--- src/core/fswdt_defines.vh ---
// Purpose: shared constants of the fail-safe watchdog
// Assumes: 10 MHz system clock
// Notes: definitions only
`ifndef FSWDT_DEFINES_VH
`define FSWDT_DEFINES_VH

// clock and timing
`define FSWDT_CLK_PERIOD_NS 100
`define FSWDT_WARN_TIME_NS 1600
`define FSWDT_WARN_CYCLES (`FSWDT_WARN_TIME_NS / `FSWDT_CLK_PERIOD_NS)

// prescaler factors and widths
`define FSWDT_DIV_SLOW 16384
`define FSWDT_DIV_FAST 256
`define FSWDT_PRE_W 14
`define FSWDT_CNT_W 16
`define FSWDT_REL_W 8

// reset defaults: 256 ticks of 256 cycles, about 6.5 ms at 10 MHz
`define FSWDT_REL_RESET 8'hff
`define FSWDT_SEL_RESET 1'b0
`define FSWDT_CNT_ALL_ONES 16'hffff

// states
`define FSWDT_ST_OFF 2'h0
`define FSWDT_ST_RUN 2'h1
`define FSWDT_ST_WARN 2'h2
`define FSWDT_ST_RESET 2'h3

`endif

--- src/core/fswdt_prescaler.v ---
// Purpose: selectable clock divider giving a one-cycle tick
// Assumes: single clock, tick is a clock enable
// Notes: clear restarts the division from zero
`timescale 1ns/10ps
`include "fswdt_defines.vh"

module fswdt_prescaler #(
   parameter DIV_SLOW = `FSWDT_DIV_SLOW,
   parameter DIV_FAST = `FSWDT_DIV_FAST
) (
   // clock and reset
   input wire clk,
   input wire rst_b,
   // control
   input wire run,
   input wire clear,
   input wire selSlow,
   // tick
   output reg tick_ff
);

   reg [`FSWDT_PRE_W-1:0] preCnt_ff;
   wire [`FSWDT_PRE_W-1:0] preLast;
   wire atLast;

   // last count of the chosen division
   assign preLast = selSlow ? DIV_SLOW[`FSWDT_PRE_W-1:0] - 14'h0001 : DIV_FAST[`FSWDT_PRE_W-1:0] - 14'h0001;
   assign atLast = (preCnt_ff >= preLast);

   // divider counter and tick
   always @(posedge clk or negedge rst_b) begin
      if (!rst_b) begin
         preCnt_ff <= 14'h0000;
         tick_ff <= 1'b0;
      end else if (clear || !run) begin
         preCnt_ff <= 14'h0000;
         tick_ff <= 1'b0;
      end else if (atLast) begin
         preCnt_ff <= 14'h0000;
         tick_ff <= 1'b1;
      end else begin
         preCnt_ff <= preCnt_ff + 14'h0001;
         tick_ff <= 1'b0;
      end
   end

endmodule // fswdt_prescaler

--- src/core/fswdt_top.v ---
// Purpose: fail-safe watchdog timer with prewarning and reset request
// Assumes: commands are one-cycle strobes from core logic on clk
// Notes: reload value loads the upper byte of the counter
//        service during the prewarning cancels the reset request
`timescale 1ns/10ps
`include "fswdt_defines.vh"

module fswdt_top #(
   parameter CNT_W = `FSWDT_CNT_W,
   parameter REL_W = `FSWDT_REL_W,
   parameter WARN_CYCLES = `FSWDT_WARN_CYCLES
) (
   // clock and reset
   input wire clk,
   input wire rst_b,
   // processor commands
   input wire guardServiceCmd,
   input wire guardDisableCmd,
   input wire guardEnableCmd,
   // configuration write
   input wire cfgWrite,
   input wire [REL_W-1:0] guardReloadValue,
   input wire prescSelSlow,
   // status and events
   output reg running_ff,
   output reg [CNT_W-1:0] guardCount_ff,
   output reg prewarnIrq_ff,
   output reg resetReq_ff
);

   // sequencer and counter state
   reg [1:0] state_ff;
   reg [1:0] nxt_state;
   reg [REL_W-1:0] reload_ff;
   reg selSlow_ff;
   reg [7:0] warnCnt_ff;
   reg [7:0] nxt_warnCnt;
   reg [CNT_W-1:0] nxt_count;
   reg presClear;
   // prescaler tick and state decodes
   wire tick;
   wire overflow;
   wire inRun;
   wire toWarn;
   wire toReset;

   // state codes of the guard sequencer
   localparam [1:0] ST_OFF = `FSWDT_ST_OFF;
   localparam [1:0] ST_RUN = `FSWDT_ST_RUN;
   localparam [1:0] ST_WARN = `FSWDT_ST_WARN;
   localparam [1:0] ST_RESET = `FSWDT_ST_RESET;
   // start value of the prewarning countdown, which counts down to zero
   localparam [7:0] WARN_LAST = WARN_CYCLES[7:0] - 8'h01;

   // full counter start value from reload byte
   function [CNT_W-1:0] startValue;
      input [REL_W-1:0] rel;
      begin
         startValue = {rel, {(CNT_W-REL_W){1'b0}}};
      end
   endfunction

   // divider gives the counter its tick, held at zero while not running
   fswdt_prescaler #(
      .DIV_SLOW(`FSWDT_DIV_SLOW),
      .DIV_FAST(`FSWDT_DIV_FAST)
   ) u_presc (
      .clk(clk),
      .rst_b(rst_b),
      .run(inRun),
      .clear(presClear),
      .selSlow(selSlow_ff),
      .tick_ff(tick)
   );

   // wrap past all ones on a tick
   assign overflow = tick && (guardCount_ff == `FSWDT_CNT_ALL_ONES);

   // state decodes shared by the prescaler and the event outputs
   assign inRun = (state_ff == ST_RUN);
   assign toWarn = inRun && (nxt_state == ST_WARN);
   assign toReset = (nxt_state == ST_RESET);

   // configuration, defaults set the default interval
   always @(posedge clk or negedge rst_b) begin
      if (!rst_b) begin
         reload_ff <= `FSWDT_REL_RESET;
         selSlow_ff <= `FSWDT_SEL_RESET;
      end else if (cfgWrite) begin
         reload_ff <= guardReloadValue;
         selSlow_ff <= prescSelSlow;
      end
   end

   // next state, counter and prescaler clear
   always @* begin
      nxt_state = state_ff;
      nxt_count = guardCount_ff;
      nxt_warnCnt = warnCnt_ff;
      presClear = 1'b0;
      case (state_ff)
         ST_OFF: begin
            // enable restarts from the held count
            if (guardEnableCmd && !guardDisableCmd) begin
               nxt_state = ST_RUN;
               presClear = 1'b1;
            end
            // service while stopped only loads the counter
            if (guardServiceCmd) begin
               nxt_count = startValue(reload_ff);
            end
         end
         ST_RUN: begin
            // service wins over a tick in the same cycle
            if (guardServiceCmd) begin
               nxt_count = startValue(reload_ff);
               presClear = 1'b1;
            end else if (tick) begin
               nxt_count = guardCount_ff + 16'h0001;
            end
            // disable wins, service suppresses the prewarning
            if (guardDisableCmd) begin
               nxt_state = ST_OFF;
            end else if (overflow && !guardServiceCmd) begin
               nxt_state = ST_WARN;
               nxt_warnCnt = WARN_LAST;
            end
         end
         ST_WARN: begin
            // late service cancels the pending reset request
            if (guardServiceCmd) begin
               nxt_state = ST_RUN;
               nxt_count = startValue(reload_ff);
               presClear = 1'b1;
            end else if (guardDisableCmd) begin
               nxt_state = ST_OFF;
            end else if (warnCnt_ff == 8'h00) begin
               nxt_state = ST_RESET;
            end else begin
               nxt_warnCnt = warnCnt_ff - 8'h01;
            end
         end
         ST_RESET: begin
            // only a new reset leaves this state
            nxt_state = ST_RESET;
         end
         default: begin
            nxt_state = ST_OFF;
         end
      endcase
   end

   // sequencer state, running after every reset
   always @(posedge clk or negedge rst_b) begin
      if (!rst_b) begin
         state_ff <= ST_RUN;
      end else begin
         state_ff <= nxt_state;
      end
   end

   // guard counter, starts at the default reload
   always @(posedge clk or negedge rst_b) begin
      if (!rst_b) begin
         guardCount_ff <= {`FSWDT_REL_RESET, 8'h00};
      end else begin
         guardCount_ff <= nxt_count;
      end
   end

   // prewarning countdown
   always @(posedge clk or negedge rst_b) begin
      if (!rst_b) begin
         warnCnt_ff <= 8'h00;
      end else begin
         warnCnt_ff <= nxt_warnCnt;
      end
   end

   // running level follows the next state
   always @(posedge clk or negedge rst_b) begin
      if (!rst_b) begin
         running_ff <= 1'b1;
      end else begin
         running_ff <= (nxt_state == ST_RUN);
      end
   end

   // one-cycle prewarning on the run to warn step
   always @(posedge clk or negedge rst_b) begin
      if (!rst_b) begin
         prewarnIrq_ff <= 1'b0;
      end else begin
         prewarnIrq_ff <= toWarn;
      end
   end

   // reset request, held until the next reset
   always @(posedge clk or negedge rst_b) begin
      if (!rst_b) begin
         resetReq_ff <= 1'b0;
      end else begin
         resetReq_ff <= toReset;
      end
   end

endmodule // fswdt_top

--- config.mk ---
export PLATFORM = sky130hd
export DESIGN_NAME = fswdt_top
export DESIGN_NICKNAME = d
export VERILOG_FILES = /design/src/core/fswdt_prescaler.v /design/src/core/fswdt_top.v
export VERILOG_INCLUDE_DIRS = /design/src /design/src/core
export SDC_FILE = /design/constraint.sdc
export NUM_CORES = 1
export LEC_CHECK = 0
export ABC_AREA = 1
export BUFFER_PORTS_ARGS = -buffer_cell sky130_fd_sc_hd__buf_4
export CORE_MARGIN = 1
export CORE_UTILIZATION = 49
export DETAILED_ROUTE_END_ITERATION = 7
export MAX_ROUTING_LAYER = met4
export PLACE_DENSITY = 0.71
export SLEW_MARGIN = 20
export SYNTH_ARGS = -nofsm -noshare
export SYNTH_HDL_FRONTEND = slang
export SYNTH_SLANG_ARGS = --single-unit
--- constraint.sdc ---
create_clock -name clk -period 1.8 [get_ports clk]
set_input_delay 0.09 -clock clk [delete_from_list [all_inputs] [get_ports clk]]
set_output_delay 0.09 -clock clk [all_outputs]
set_load 0.05 [all_outputs]
==> results_dict.tcl <==
set metrics [dict create \
    slew_viol_final 0 \
    synth_area_um2 3140 \
    cap_violations 0 \
    cts_made_buffers 5 \
    peakVddDrop_v 0.000420 \
    grtUsageMet2_pct 36.2 \
    cp.arrival_ns 2.00 \
    die-height_um 82.1 \
    overflow 0 \
    setup_viol 0 \
    clk_pin_slew_ns 0.10 \
    grt_max_degree 54 \
    wl_mm 7.17 \
    post-route-min-period_ns 1.78 \
    cellPowerDensity_nw_per_um2 556 \
    num_rows 28 \
    max_slew_margin_pct 56.2 \
    grt_pass1_wl_mm 11.7 \
    path_class "reg2reg" \
    status "finished, final reports clean" \
    crit_buf_inv 3 \
    r2r-start "state_ff[0]$_DFF_PN1_" \
    yosysTopAreaCell "dfrtp_1" \
    cts_tree "yes" \
    worst_pin_slew_ns 0.657 \
    hpwlAfterDp_mm 5.24 \
    fin_area_um2 4060 \
    cts_sinks 53 \
    cp.required_ns 2.02 \
    finClkSkew_ns 0.0107 \
    grt_usage_pct 23.5 \
    fin_cells 533 \
    yosysMostFrequentCell "nand2_1" \
    synthArstFlopShare_pct 100 \
    final_core_util_pct 67.0 \
    crit_path_cell_trace "inv_4 -> ha_4 -> nor2_4 -> o21ai_2 -> a21oi_2 -> inv_1 -> buf_12 -> a21oi_1 -> nand2_1 -> o21ai_0" \
    clock_latency_ns 0.31 \
    core_area_um2 6060 \
    synth_common_cells "nand2_1 (67), inv_1 (42), dfrtp_1 (35)" \
    synth.distinct_cells 41 \
    crit_family "flip-flops" \
    crit_fanout 9 \
    dieArea_um2 6740 \
    dpl-instance-area_um2 3700 \
    finalHoldViolCount 0 \
    syn2layout_area_growth_pct 29.2 \
    synth-seq-cells 53 \
    postRouteAntennaNets 0 \
    io_pins 34 \
    vias 2806 \
    ff2ff_setup_slack_ns 0.02 \
    synth_edf_count 0 \
    yosys_warnings 0 \
    grtUsageMet3_pct 3.89 \
    ctsHtreeMaxLevel 2 \
    fp.dieW_um 82.1 \
    ys.flop_type "dfrtp_1" \
    fin_crit_sh_pct 98.9 \
    layout-drive-gt1-share_pct 36.0 \
    syn_nets 403 \
    clk_path_buf_depth 2 \
    crit_path_end_kind "register" \
    finish.net_count 485 \
    start_util_pct 51.8 \
    worstSetupPathDepth 10 \
    critical_path.slowest_cell "dfstp_2" \
    rr_worst_depth 10 \
    syn_area_per_cell_um2 8.38 \
    synth_top_area_share_pct 27.9 \
    worstSetupEndpoint "guardCount_ff[15]$_DFFE_PN1P_" \
    cp_slowest_stage_delay_ns 0.57 \
    first_pass_iters 4 \
    top_usage_layer "met2" \
    syn_inst 375 \
    dp_cells 511 \
    rsz0062_at_grt "yes" \
    grt.met1_usage_pct 31.1 \
    numPortBuffers 33 \
    num_antenna_cells 0 \
    fmax_ghz 0.562 \
    drt-initial-drc-count 201 \
    startpoint "state_ff[0]$_DFF_PN1_" \
    drc 0 \
    r2r-end "guardCount_ff[15]$_DFFE_PN1P_" \
    synth_area_leaders "dfrtp_1 (28%), dfstp_2 (15%), nand2_1 (8.0%), ha_1 (5.2%), inv_1 (5.0%)" \
    root_buffer "clkbuf_8" \
    cp-start-kind "register" \
    hold_path_class "in2reg" \
    wire_per_inst_um 13.5 \
    ys_seq_area_share_pct 42.9 \
    drt-vias-per-instance 5.26 \
    p_leak_nw 1.87 \
    gp_congestion 0.931 \
    grt_pass1_vias 2577 \
    antenna_found_initial 0 \
]
[per-stage QoR]
step | power [mW] | worst slack, ns | hold WS (ns) | TNS, ns
3_5_place_dp | 1.41 | -0.0663 | 0.172 | -0.115
5_1_grt | 2.35 | -0.0716 | -0.0000837 | -0.540
2_1_floorplan | 1.34 | -0.0296 | -0.206 | -0.0296
3_3_place_gp | 1.40 | 0.0281 | 0.173 | 0
4_1_cts | 2.28 | 0.00914 | 0.00941 | 0
6_report | 2.26 | 0.0191 | 0.0221 | 0
[final cells by class]
cell class	count	area (um2)
clock inverters	1	5.00
fillers	489	2000
flip-flops and latches	53	1350
inverters	47	181
multi-input cells	269	1660
clock buffers	7	119
repair buffers	81	649
well taps	75	93.8
[repair_timing]
action                                  CTS  global route
pin swaps                                 3             5
endpoints found under the hold margin    41             0
endpoints found under the setup margin    7            30
buffers inserted                          5             2
hold buffers                              7             0
resized for setup                         4            26
[cell families after synthesis]
kind of cell    after synthesis  synth area share, %
mux                           3                 1.08
simple gates                177                 27.3
xor+xnor                     13                 3.62
compound gates               63                 12.3
buf+inv                      53                 7.53
flops                        53                 42.9
fa+ha+maj                    13                 5.18
[where the power goes]
group          internal, mW  switching [mW]
combinational        0.0663          0.0864
clock                 0.442           0.415
sequential             1.23          0.0177
total                  1.74           0.519
[cells in the final DEF, fill, tap and decap left out, types with 4 or more instances in the layout]
cell type,synthesis,routed
nand4_1,9,9
inv_1,42,37
a21oi_1,18,16
o21ai_0,17,17
nand2_2,7,8
nor3_1,21,16
inv_2,5,8
nand3_1,28,27
nor2_1,28,28
nand2_1,67,66
dfstp_2,18,18
dlygate4sd3_1,0,7
nor3_2,0,5
clkbuf_8,0,5
buf_4,1,70
xnor2_1,6,6
o21ai_2,8,10
ha_1,13,11
nor2_4,4,5
xor2_1,7,7
or2_2,4,4
dfrtp_1,35,32
[sequential cells by signal (all words and copies together) (netlist names)]
register           flops
guardCount_ff         16
prewarnIrq_ff          1
reload_ff              8
resetReq_ff            1
running_ff             1
selSlow_ff             1
state_ff               2
u_presc.preCnt_ff     14
u_presc.tick_ff        1
warnCnt_ff             8
[routing by layer]
| metal | share of wire [%] | up-vias |
|---|---|---|
| li1 | - | 1417 |
| met1 | 45 | 1314 |
| met2 | 48 | 63 |
| met3 | 4.3 | 12 |
| met4 | 2.1 | 0 |
| met5 | 0 | - |
[worst min-delay path by stage]
stage / startpoint / to / slack [ns] / depth (start not counted)
after CTS: guardReloadValue[4] / reload_ff[4]$_DFFE_PN1P_ / 0.009 / 2
after detailed placement: rst_b / guardCount_ff[2]$_DFFE_PN0P_ / 0.17 / 1
after global routing: guardReloadValue[4] / reload_ff[4]$_DFFE_PN1P_ / -0.00008 / 2
final: guardReloadValue[4] / reload_ff[4]$_DFFE_PN1P_ / 0.02 / 2
after global placement: rst_b / guardCount_ff[4]$_DFFE_PN0P_ / 0.17 / 1
after floorplan: rst_b / guardCount_ff[0]$_DFFE_PN0P_ / -0.21 / 0
(Power assumes the default switching activity.)
